--- config.mk ---
export PLATFORM = sky130hd
export DESIGN_NAME = gddn_node
export DESIGN_NICKNAME = d
export VERILOG_FILES = /design/src/hw/gddn_buf2.v /design/src/hw/gddn_node.v
export VERILOG_INCLUDE_DIRS = /design/src /design/src/pkg
export SDC_FILE = /design/constraint.sdc
export NUM_CORES = 2
export LEC_CHECK = 0
export BUFFER_PORTS_ARGS = -buffer_cell sky130_fd_sc_hd__buf_2
export CELL_PAD_IN_SITES_DETAIL_PLACEMENT = 0
export CELL_PAD_IN_SITES_GLOBAL_PLACEMENT = 2
export CORE_UTILIZATION = 53
export DETAILED_ROUTE_END_ITERATION = 6
export PLACE_DENSITY = 0.93
export SYNTH_ARGS = -nofsm -noshare
export SYNTH_HDL_FRONTEND = slang
export SYNTH_SLANG_ARGS = --single-unit
--- constraint.sdc ---
create_clock -name CLK_SYS -period 7.2 [get_ports CLK_SYS]
set_input_delay 1.08 -clock CLK_SYS [delete_from_list [all_inputs] [get_ports CLK_SYS]]
set_output_delay 1.08 -clock CLK_SYS [all_outputs]
set_load 0.1 [all_outputs]
--- src/pkg/gddn_map.vh ---
// Constants for the global data and datagram node.
// Assumes a 125 MHz system clock; included by bare name in hw/ files.
`ifndef GDDN_MAP_VH
`define GDDN_MAP_VH

`define GDDN_CLK_PERIOD_NS 8
`define GDDN_BYTE_SCAN_NS 72000
`define GDDN_BYTE_SCAN_CYC (`GDDN_BYTE_SCAN_NS / `GDDN_CLK_PERIOD_NS)
`define GDDN_MAX_BYTES 8'h80
`define GDDN_REF_LOW_MASK 16'h7fff
`define GDDN_TYPE_GD 8'h01
`define GDDN_TYPE_DG 8'h10
`define GDDN_GD_HDR_LEN 8'h05
`define GDDN_DG_HDR_LEN 8'h03
`define GDDN_MAX_RETRY 2'h3
`define GDDN_ACK_WAIT_CYC 16'h03e8
`define GDDN_CFG_REF_RST 16'h8000
`define GDDN_CFG_LEN_RST 8'h00

`endif

--- src/hw/gddn_buf2.v ---
// Two-entry buffer between the node's byte sequencer and the bus link.
// Assumes one clock, synchronous active-high reset and a clock enable.
`timescale 1ns/1ps
module gddn_buf2 #(
	parameter WIDTH = 9
) (
	input wire clk,
	input wire rst,
	input wire ce,
	input wire in_valid,
	output wire in_ready,
	input wire [WIDTH-1:0] in_data,
	output wire out_valid,
	input wire out_ready,
	output wire [WIDTH-1:0] out_data
);
	reg [WIDTH-1:0] ent0_r;
	reg [WIDTH-1:0] ent1_r;
	reg [1:0] cnt_r;
	wire push;
	wire pop;

	assign in_ready = (cnt_r != 2'h2);
	assign out_valid = (cnt_r != 2'h0);
	assign out_data = ent0_r;
	assign push = in_valid && in_ready;
	assign pop = out_valid && out_ready;

	// Entry 0 is always the head, so the output comes straight from a flop.
	always @(posedge clk) begin
		if (rst) begin
			ent0_r <= {WIDTH{1'b0}};
			ent1_r <= {WIDTH{1'b0}};
			cnt_r <= 2'h0;
		end else if (ce) begin
			if (pop) begin
				ent0_r <= ent1_r;
			end
			if (push) begin
				if (cnt_r == 2'h0 || (cnt_r == 2'h1 && pop)) begin
					ent0_r <= in_data;
				end else begin
					ent1_r <= in_data;
				end
			end
			if (push && !pop) begin
				cnt_r <= cnt_r + 2'h1;
			end else if (pop && !push) begin
				cnt_r <= cnt_r - 2'h1;
			end
		end
	end
endmodule

--- src/hw/gddn_node.v ---
// Bus node that broadcasts a global data block each scan and sends
// directed or broadcast datagrams; received global data is filed by sender.
// Assumes one clock, a token pulse marking this node's bus access, and a
// link that consumes bytes through a valid/ready handshake.
`timescale 1ns/1ps
`include "gddn_map.vh"
module gddn_node #(
	parameter BYTE_SCAN_CYC = `GDDN_BYTE_SCAN_CYC,
	parameter ACK_WAIT_CYC = `GDDN_ACK_WAIT_CYC,
	parameter MAX_RETRY = `GDDN_MAX_RETRY
) (
	input wire CLK_SYS,
	input wire RST,
	input wire CE,
	input wire [4:0] NODE_ADDR,
	input wire LOAD_CFG,
	input wire [15:0] GLOBAL_DATA_BASE_REFERENCE,
	input wire [7:0] GLOBAL_DATA_BYTE_LENGTH,
	output wire CFG_CLAMPED,
	output wire [23:0] SCAN_EXTRA_CYC,
	input wire LOAD_GLOBAL_OUTPUT_BUFFER,
	input wire [6:0] OUT_IDX,
	input wire [7:0] OUT_DATA,
	input wire DG_WE,
	input wire [6:0] DG_IDX,
	input wire [7:0] DG_DATA,
	input wire DG_SEND,
	input wire [4:0] DG_DEST,
	input wire DG_DIRECTED,
	input wire DG_HIGH,
	input wire [7:0] DG_LEN,
	output wire DG_BUSY,
	output wire DG_DONE,
	output wire DG_ALARM,
	input wire BUS_TOKEN,
	output wire TX_VALID,
	input wire TX_READY,
	output wire [7:0] TX_DATA,
	output wire TX_LAST,
	input wire BUS_ACK,
	input wire BUS_NAK,
	input wire RX_GD_VALID,
	input wire [4:0] RX_SRC,
	input wire [6:0] RX_IDX,
	input wire [7:0] RX_DATA,
	output wire IN_WE,
	output wire [11:0] IN_ADDR,
	output wire [7:0] IN_DATA
);
	localparam ST_IDLE = 3'h0;
	localparam ST_GDH = 3'h1;
	localparam ST_GDD = 3'h2;
	localparam ST_DGH = 3'h3;
	localparam ST_DGD = 3'h4;
	localparam ST_WAIT = 3'h5;

	reg [15:0] cfg_ref_r;
	reg [7:0] cfg_len_r;
	reg cfg_ok_r, clamp_r;
	reg [23:0] scan_extra_r;
	reg [7:0] out_mem [0:127];
	reg [7:0] dg_mem [0:127];
	reg dg_pend_r, dg_busy_r;
	reg [4:0] dg_dest_r;
	reg dg_dir_r, dg_hi_r;
	reg [7:0] dg_len_r;
	reg [1:0] retry_r;
	reg [15:0] wait_r;
	reg [2:0] state_r;
	reg [7:0] cnt_r;
	reg last_dg_r, done_r, alarm_r, in_we_r;
	reg [11:0] in_addr_r;
	reg [7:0] in_data_r;
	reg push_valid, push_last;
	reg [7:0] push_data;
	wire push_ready, dg_allowed, gd_go;
	wire [31:0] scan_prod;

	// Clamps a requested byte count to the largest block the bus carries.
	function [7:0] clamp_len;
		input [7:0] len;
		begin
			clamp_len = (len > `GDDN_MAX_BYTES) ? `GDDN_MAX_BYTES : len;
		end
	endfunction

	function [7:0] gd_hdr;
		input [7:0] idx;
		input [4:0] src;
		input [15:0] ref_v;
		input [7:0] len;
		reg [15:0] reg_no;
		begin
			reg_no = ref_v & `GDDN_REF_LOW_MASK;
			case (idx[2:0])
			3'h0: gd_hdr = `GDDN_TYPE_GD;
			3'h1: gd_hdr = {3'h0, src};
			3'h2: gd_hdr = reg_no[15:8];
			3'h3: gd_hdr = reg_no[7:0];
			3'h4: gd_hdr = len;
			default: gd_hdr = 8'h00;
			endcase
		end
	endfunction

	assign CFG_CLAMPED = clamp_r;
	assign SCAN_EXTRA_CYC = scan_extra_r;
	assign DG_BUSY = dg_busy_r;
	assign DG_DONE = done_r;
	assign DG_ALARM = alarm_r;
	assign IN_WE = in_we_r;
	assign IN_ADDR = in_addr_r;
	assign IN_DATA = in_data_r;
	// Normal priority may ride only on an access that follows one without a
	// datagram, so it never lengthens two scans in a row.
	assign dg_allowed = dg_pend_r && (dg_hi_r || !last_dg_r);
	assign gd_go = cfg_ok_r && (cfg_len_r != 8'h00);
	assign scan_prod = clamp_len(GLOBAL_DATA_BYTE_LENGTH) *
		BYTE_SCAN_CYC;

	always @* begin
		push_valid = 1'b0;
		push_data = 8'h00;
		push_last = 1'b0;
		case (state_r)
		ST_GDH: begin
			push_valid = 1'b1;
			push_data = gd_hdr(cnt_r, NODE_ADDR, cfg_ref_r, cfg_len_r);
		end
		ST_GDD: begin
			push_valid = 1'b1;
			push_data = out_mem[cnt_r[6:0]];
			push_last = (cnt_r == cfg_len_r - 8'h01);
		end
		ST_DGH: begin
			push_valid = 1'b1;
			if (cnt_r == 8'h00) begin
				push_data = `GDDN_TYPE_DG | {6'h00, dg_hi_r, dg_dir_r};
			end else if (cnt_r == 8'h01) begin
				push_data = {3'h0, dg_dest_r};
			end else begin
				push_data = dg_len_r;
			end
			push_last = (cnt_r == `GDDN_DG_HDR_LEN - 8'h01) &&
				(dg_len_r == 8'h00);
		end
		ST_DGD: begin
			push_valid = 1'b1;
			push_data = dg_mem[cnt_r[6:0]];
			push_last = (cnt_r == dg_len_r - 8'h01);
		end
		default: push_valid = 1'b0;
		endcase
	end

	gddn_buf2 #(
		.WIDTH(9)
	) u_txbuf (
		.clk(CLK_SYS),
		.rst(RST),
		.ce(CE),
		.in_valid(push_valid),
		.in_ready(push_ready),
		.in_data({push_last, push_data}),
		.out_valid(TX_VALID),
		.out_ready(TX_READY),
		.out_data({TX_LAST, TX_DATA})
	);

	// Host-side storage has no reset; contents are defined once written.
	always @(posedge CLK_SYS) begin
		if (CE && LOAD_GLOBAL_OUTPUT_BUFFER) begin
			out_mem[OUT_IDX] <= OUT_DATA;
		end
		if (CE && DG_WE) begin
			dg_mem[DG_IDX] <= DG_DATA;
		end
	end

	always @(posedge CLK_SYS) begin
		if (RST) begin
			cfg_ref_r <= `GDDN_CFG_REF_RST;
			cfg_len_r <= `GDDN_CFG_LEN_RST;
			cfg_ok_r <= 1'b0;
			clamp_r <= 1'b0;
			scan_extra_r <= 24'h00_0000;
			in_we_r <= 1'b0;
			in_addr_r <= 12'h000;
			in_data_r <= 8'h00;
		end else if (CE) begin
			if (LOAD_CFG) begin
				// Reference is stored as given; gd_hdr masks off its top bit in the header.
				cfg_ref_r <= GLOBAL_DATA_BASE_REFERENCE;
				cfg_len_r <= clamp_len(GLOBAL_DATA_BYTE_LENGTH);
				clamp_r <= (GLOBAL_DATA_BYTE_LENGTH > `GDDN_MAX_BYTES);
				cfg_ok_r <= 1'b1;
				scan_extra_r <= scan_prod[23:0];
			end
			in_we_r <= RX_GD_VALID;
			if (RX_GD_VALID) begin
				in_addr_r <= {RX_SRC, RX_IDX};
				in_data_r <= RX_DATA;
			end
		end
	end

	always @(posedge CLK_SYS) begin
		if (RST) begin
			state_r <= ST_IDLE;
			cnt_r <= 8'h00;
			last_dg_r <= 1'b0;
			dg_pend_r <= 1'b0;
			dg_busy_r <= 1'b0;
			dg_dest_r <= 5'h00;
			dg_dir_r <= 1'b0;
			dg_hi_r <= 1'b0;
			dg_len_r <= 8'h00;
			retry_r <= 2'h0;
			wait_r <= 16'h0000;
			done_r <= 1'b0;
			alarm_r <= 1'b0;
		end else if (CE) begin
			done_r <= 1'b0;
			alarm_r <= 1'b0;
			// A send request while busy is ignored, not queued.
			if (DG_SEND && !dg_busy_r) begin
				dg_pend_r <= 1'b1;
				dg_busy_r <= 1'b1;
				dg_dest_r <= DG_DEST;
				dg_dir_r <= DG_DIRECTED;
				dg_hi_r <= DG_HIGH;
				dg_len_r <= clamp_len(DG_LEN);
				retry_r <= 2'h0;
			end
			case (state_r)
			ST_IDLE: begin
				cnt_r <= 8'h00;
				if (BUS_TOKEN) begin
					if (gd_go) begin
						state_r <= ST_GDH;
					end else if (dg_allowed) begin
						state_r <= ST_DGH;
					end else begin
						last_dg_r <= 1'b0;
					end
				end
			end
			ST_GDH: begin
				if (push_ready) begin
					if (cnt_r == `GDDN_GD_HDR_LEN - 8'h01) begin
						state_r <= ST_GDD;
						cnt_r <= 8'h00;
					end else begin
						cnt_r <= cnt_r + 8'h01;
					end
				end
			end
			ST_GDD: begin
				if (push_ready) begin
					if (push_last) begin
						cnt_r <= 8'h00;
						if (dg_allowed) begin
							state_r <= ST_DGH;
						end else begin
							state_r <= ST_IDLE;
							last_dg_r <= 1'b0;
						end
					end else begin
						cnt_r <= cnt_r + 8'h01;
					end
				end
			end
			ST_DGH: begin
				if (push_ready) begin
					cnt_r <= 8'h00;
					if (cnt_r != `GDDN_DG_HDR_LEN - 8'h01) begin
						cnt_r <= cnt_r + 8'h01;
					end else if (dg_len_r != 8'h00) begin
						state_r <= ST_DGD;
					end
				end
			end
			ST_DGD: begin
				if (push_ready) begin
					cnt_r <= cnt_r + 8'h01;
				end
			end
			ST_WAIT: begin
				wait_r <= wait_r + 16'h0001;
				if (BUS_ACK) begin
					state_r <= ST_IDLE;
					dg_busy_r <= 1'b0;
					done_r <= 1'b1;
				end else if (BUS_NAK || wait_r == ACK_WAIT_CYC - 16'h0001) begin
					state_r <= ST_IDLE;
					if (retry_r == MAX_RETRY) begin
						dg_busy_r <= 1'b0;
						alarm_r <= 1'b1;
					end else begin
						retry_r <= retry_r + 2'h1;
						dg_pend_r <= 1'b1;
					end
				end
			end
			default: begin
				state_r <= ST_IDLE;
			end
			endcase
			// End of a datagram, shared by the header-only and data cases.
			if ((state_r == ST_DGH || state_r == ST_DGD) && push_ready &&
				push_last) begin
				dg_pend_r <= 1'b0;
				last_dg_r <= 1'b1;
				cnt_r <= 8'h00;
				wait_r <= 16'h0000;
				if (dg_dir_r) begin
					state_r <= ST_WAIT;
				end else begin
					state_r <= ST_IDLE;
					dg_busy_r <= 1'b0;
					done_r <= 1'b1;
				end
			end
		end
	end
endmodule

# After elaboration in Yosys (flattened, before gate mapping)
# Memories as Yosys holds them, arrays and structs flattened. A register that Yosys moved wholly into a read port is not among the register bits.
# Index checks and enable logic that the tools add are counted.
# totals
reg_bits,134
mem_bits_rw,2048
input_bits,106
output_inout_bits,59
wordCells,193
n_memories,2
# op_classes
addsub,7
n_mul,1
magnitude_cmp,2
eq_ne,32
mux,81
n_bitwise,1
n_reduce_logical,43
# mem_list
name,words,word_bits,read_ports,rd_ports_with_merged_regs,wr,line_no,source
dg_mem,128,8,1,1,1,gddn_node.v:62,reg [7:0] dg_mem [0:127];
out_mem,128,8,1,1,1,gddn_node.v:61,reg [7:0] out_mem [0:127];
# ops
op,count
2-to-1 mux 8 bit,12
one-hot mux 8 bit (5 select lines),2
2-to-1 mux 3 bit,14
2-to-1 mux 1 bit,32
2-to-1 mux 16 bit,2
one-hot mux 8 bit (4 select lines),1
2-to-1 mux 7 bit,4
2-to-1 mux 9 bit,3
"multiplier 8 x 11 -> 19 bit, second input constant",1
"!= test 3 bit, second input constant",6
one-hot mux 3 bit (6 select lines),1
"adder 16 x 1 -> 16 bit, second input constant",1
"== test 16 x 10 -> 1 bit, second input constant",1
== test 8 bit,2
"greater-than comparator 8 bit, second input constant",2
zero test 8 bit,2
2-to-1 mux 2 bit,8
nonzero test 8 bit,2
"subtractor 8 x 1 -> 8 bit, second input constant",2
logical AND 1 bit,13
"== test 3 x 2 -> 1 bit, second input constant",4
"!= test 3 x 2 -> 1 bit, second input constant",4
AND reduction 12 bit,1
AND reduction 6 bit,2
other kinds (27),45

# Longest topological paths before layout
# logic_depth
ltp_word,9
depth_mapped,18
mapped_depth_nobuf,18

# Modules after synthesis
# Synthesis repeated with hierarchy kept, for this count alone.
# unflattened
hier_cells,4295
hier_area_um2,87380.1
# by_module_without_submodules
mod,n_inst,cells_each,area_each_um2,seq_area_each_um2
gddn_node,1,4178,86334.1,63881.3
gddn_buf2,1,117,1046.0,400.4

# Worst setup path before layout
# Ideal clock, no wire load.
# synth_path
kind,input -> register
startpoint,input GLOBAL_DATA_BYTE_LENGTH[7]
endpoint,"register scan_extra_r[19], in the netlist SCAN_EXTRA_CYC[19]"
setup_ns,0.070
arrival_time_ns,5.100
required_time_ns,7.130
slack_ns,2.030
cell_stages,18
path_buffers,1
cell_sequence,clkbuf_1 > nor2b_1 > ha_1 > ha_1 > inv_1 > fa_1 > fa_1 > inv_1 > ha_1 > and3b_1 > o21a_1 > o21ai_0 > a21boi_0 > o311a_1 > o41ai_1 > xnor2_1 > nand2_1 > a21oi_1
# synth_between
elab_chain_len,3
# synth_rtl
element,line_no,source
from (decl),gddn_node.v:18,"input wire [7:0] GLOBAL_DATA_BYTE_LENGTH,"
greater-than comparator 8 bit (no line),n/a,
2-to-1 mux 8 bit *,gddn_node.v:83,clamp_len = (len > `GDDN_MAX_BYTES) ? `GDDN_MAX_BYTES : len;
multiplier 8 x 11 -> 19 bit *,gddn_node.v:118,assign scan_prod = clamp_len(GLOBAL_DATA_BYTE_LENGTH) *
to (signal assigned),gddn_node.v:197,scan_extra_r <= scan_prod[23:0];
to (decl),gddn_node.v:60,reg [23:0] scan_extra_r;
# Every way passes the cells marked *; elsewhere a longest branch is shown, timed or not.
# A chain may end at the register's enable or synchronous reset.

# Final worst setup path
# Ends and elaborated chain as after synthesis.

==> flow_summary.ini <==
[run_status]
outcome = finished clean

[synth]
synthArstFlopShare_pct = 0
ys_ff_latch = 2187
syn_inst = 4440
ys_top_cells_by_area = edfxtp_1 (71%), mux4_2 (16%), dfxtp_1 (3.2%), nor2_1 (1.5%), nand2_1 (1.0%)
synth_top_cell_by_area = edfxtp_1
synth_ff_type = edfxtp_1
avgSynthCellArea_um2 = 19.6
syn_area_mm2 = 0.0871
ys_warn_count = 0
yosys.area.top_type_share_pct = 70.6
synth_cell_types = 80
synth-edff-count = 2048
ys_seq_area_share_pct = 73.8

[grt]
grt_use_total_pct = 26.0
grt_pass1_wl_um = 312000
grt_max_degree = 113
grt_pass1_vias = 44700
gr-total-overflow = 0
antenna_found_initial = 3

[setup_path]
worstPathMaxFanout = 16
cp.required_ns = 7.95
regToRegEndpoint = u_txbuf.ent1_r[4]$_SDFFE_PP0P_
r2r_cells = 8
arrival_ns = 5.58
r2r_setup_slack_ns = 2.56
crit_type = in -> reg
endpoint_kind = flip-flop
start_kind = input port

[clocking]
cts_tree = done
cts_root_buf = clkbuf_16
htree_levels = 4
cts_num_sinks = 2187
cts-buffers-inserted = 199
clock_path_buffers = 3
cts_hold_buf = 0
path_clk_slew_ns = 0.06
clk_latency_ns = 0.85
cts_setup_buffers = 0
cts_resized = 0

[floorplanning]
rows = 148
core-area_mm2 = 0.163
die_w_um = 407
fp.dieH_um = 407
ios = 165
dieArea_mm2 = 0.166
initial_core_util_pct = 53.4

[timing]
relSlewSlack_pct = 10.4
rsz0062_at_grt = no
setup_viol = 0
max_freq_ghz = 0.207
hold_viol_final = 0
final_max_slew_viol_count = 0
tns_ns = 0
skew_ns = 0.0252
tightest_slew_ns = 1.33
min_period_over_period_pct = 67.1
fin_crit_ns = 4.83

[routing]
m1WireLength_um = 83900
first_iter_violations = 6084
drtAntennaViolNets = 0
drt_pass1_iterations = 6
routedWlPerCell_um = 30.8
wl_met2_um = 103000
top_layer_used = met5
via_per_inst = 6.43
post-route-drc-count = 0
vias = 44900
routed_wl_um = 215000
met3_length_um = 21000

[power_and_ir_drop]
total_power_mw = 26.4
powerDensity_mw_per_mm2 = 273
p_leak_nw = 29.7
vdd_ir_drop_max_mv = 0.271

[worst_hold_path]
holdCritStartpoint = SCAN_EXTRA_CYC[9]$_SDFFE_PP0P_
hold_path_class = reg -> reg
whs_path_depth = 2
whs_endpoint = SCAN_EXTRA_CYC[9]$_SDFFE_PP0P_

[placed_design]
gp_congestion = 0.876
numPortBuffers = 158
hpwl_um = 131000

[layout]
drive_gt1_share_pct = 24.4
area_delta_synth_final_pct = 11.0
layout.nets = 4800

[run]
max-cap-violations = 0
==> through the flow <==
step           utilization, %  cell area, µm²  setup WS [ns]  cells  hold slack [ns]
5_1_grt                  59.3           96600           2.07   6974            0.442
6_report                 59.3           96600           2.37   6975            0.449
4_1_cts                  59.3           96600           2.41   6974            0.416
3_3_place_gp             55.5           90400           1.50   6606            0.438
2_1_floorplan               -           87100           2.03   4444            0.434
3_5_place_dp             55.5           90400           1.55   6606            0.442
==> where the power goes <==
| group | internal [mW] | switching (mW) | leakage (nW) | total, mW |
|---|---|---|---|---|
| Combinational | 0.776 | 1.25 | 7.05 | 2.02 |
| Sequential | 14.0 | 0.0780 | 19.5 | 14.0 |
| Clock | 5.71 | 4.61 | 3.08 | 10.3 |
==> worst max-delay path, cell delays in order <==
cell and delay, ns:
buf_2 0.29, nor2b_1 0.09, buf_4 0.18, ha_1 0.30, ha_1 0.28, inv_1 0.08, fa_1 0.42, fa_1 0.49
inv_1 0.04, ha_1 0.30, and3b_1 0.21, o21a_1 0.18, o21ai_0 0.19, a21boi_0 0.20, o311a_1 0.37, o41ai_1 0.47
xnor2_1 0.19, nand2_1 0.07, a21oi_1 0.15
==> per-layer routing <==
| layer | vias up | GRT usage [%] |
|---|---|---|
| met5 | - | 0 |
| met4 | 6 | 8.23 |
| met3 | 346 | 5.67 |
| met2 | 2593 | 40.9 |
| met1 | 23400 | 36.5 |
| li1 | 18500 | - |
==> cell type report <==
class,instances,area (µm²)
fill,11500,66300
sequential,2187,64300
multi-input combinational,1949,21500
clock buffer,237,5190
tap,2175,2720
timing repair buffer,235,1560
clock inverter,131,1100
inverter,60,230
antenna,1,2.50
==> layout by cell type, fill, tap and decap left out, types with 21 or more instances in the layout <==
| cell type | n |
|---|---|
| a21oi_1 | 136 |
| buf_2 | 141 |
| buf_4 | 82 |
| clkbuf_1 | 35 |
| clkbuf_16 | 202 |
| clkinv_1 | 53 |
| clkinv_2 | 40 |
| dfxtp_1 | 133 |
| edfxtp_1 | 2048 |
| ha_1 | 51 |
| inv_1 | 55 |
| mux2i_1 | 78 |
| mux4_2 | 607 |
| nand2_1 | 241 |
| nand3_1 | 48 |
| nor2_1 | 339 |
| nor2b_1 | 25 |
| nor3_1 | 44 |
| o21ai_0 | 44 |
| o22ai_1 | 21 |
==> cell usage after synthesis, drive strengths merged (12+ instances only) <==
cell / number
xnor2: 15
nand3b: 13
ha: 51
mux4: 607
nand3: 48
edfxtp: 2048
nor4: 18
mux2i: 78
a211oi: 15
xor2: 16
nand4: 16
clkbuf: 148
a21oi: 137
nor2: 339
inv: 58
or2: 12
nor3: 45
nor2b: 25
o22ai: 21
o21ai: 46
buf: 100
nand2: 241
mux2: 13
dfxtp: 139
==> state kept, by name (all words and copies together) (netlist names), 5 cells and up, named ones only <==
signal and flops:
dg_mem 1024, out_mem 1024, SCAN_EXTRA_CYC 17, wait_r 16
cfg_ref_r 15, IN_ADDR 12, u_txbuf.ent1_r 9, u_txbuf.out_data 9
IN_DATA 8, cfg_len_r 8, cnt_r 8, dg_len_r 8
dg_dest_r 5
==> worst max path at each step <==
| stage | from | to | slack [ns] | cells after the start |
|---|---|---|---|---|
| 4_1_cts | GLOBAL_DATA_BYTE_LENGTH[7] | SCAN_EXTRA_CYC[19]$_SDFFE_PP0P_ | 2.41 | 19 |
| 2_1_floorplan | GLOBAL_DATA_BYTE_LENGTH[7] | SCAN_EXTRA_CYC[19]$_SDFFE_PP0P_ | 2.03 | 18 |
| 3_5_place_dp | GLOBAL_DATA_BYTE_LENGTH[7] | SCAN_EXTRA_CYC[21]$_SDFFE_PP0P_ | 1.55 | 19 |
| 3_3_place_gp | GLOBAL_DATA_BYTE_LENGTH[7] | SCAN_EXTRA_CYC[21]$_SDFFE_PP0P_ | 1.50 | 19 |
| 6_report | GLOBAL_DATA_BYTE_LENGTH[7] | SCAN_EXTRA_CYC[19]$_SDFFE_PP0P_ | 2.37 | 19 |
| 5_1_grt | GLOBAL_DATA_BYTE_LENGTH[7] | SCAN_EXTRA_CYC[21]$_SDFFE_PP0P_ | 2.07 | 19 |
==> cells by family (layout without fill, tap and decap cells) <==
kind of cell / Yosys count / in the layout / share of synthesized area, %
other cells: 1 / 6 / 0.00431
mux: 698 / 698 / 16.8
flops: 2187 / 2187 / 73.8
fa+ha+maj: 62 / 62 / 0.986
buf+inv: 308 / 663 / 1.44
xor+xnor: 31 / 31 / 0.312
compound gates: 328 / 328 / 2.41
simple gates: 825 / 825 / 4.24
Note: power is estimated with default switching activity, not from simulation.
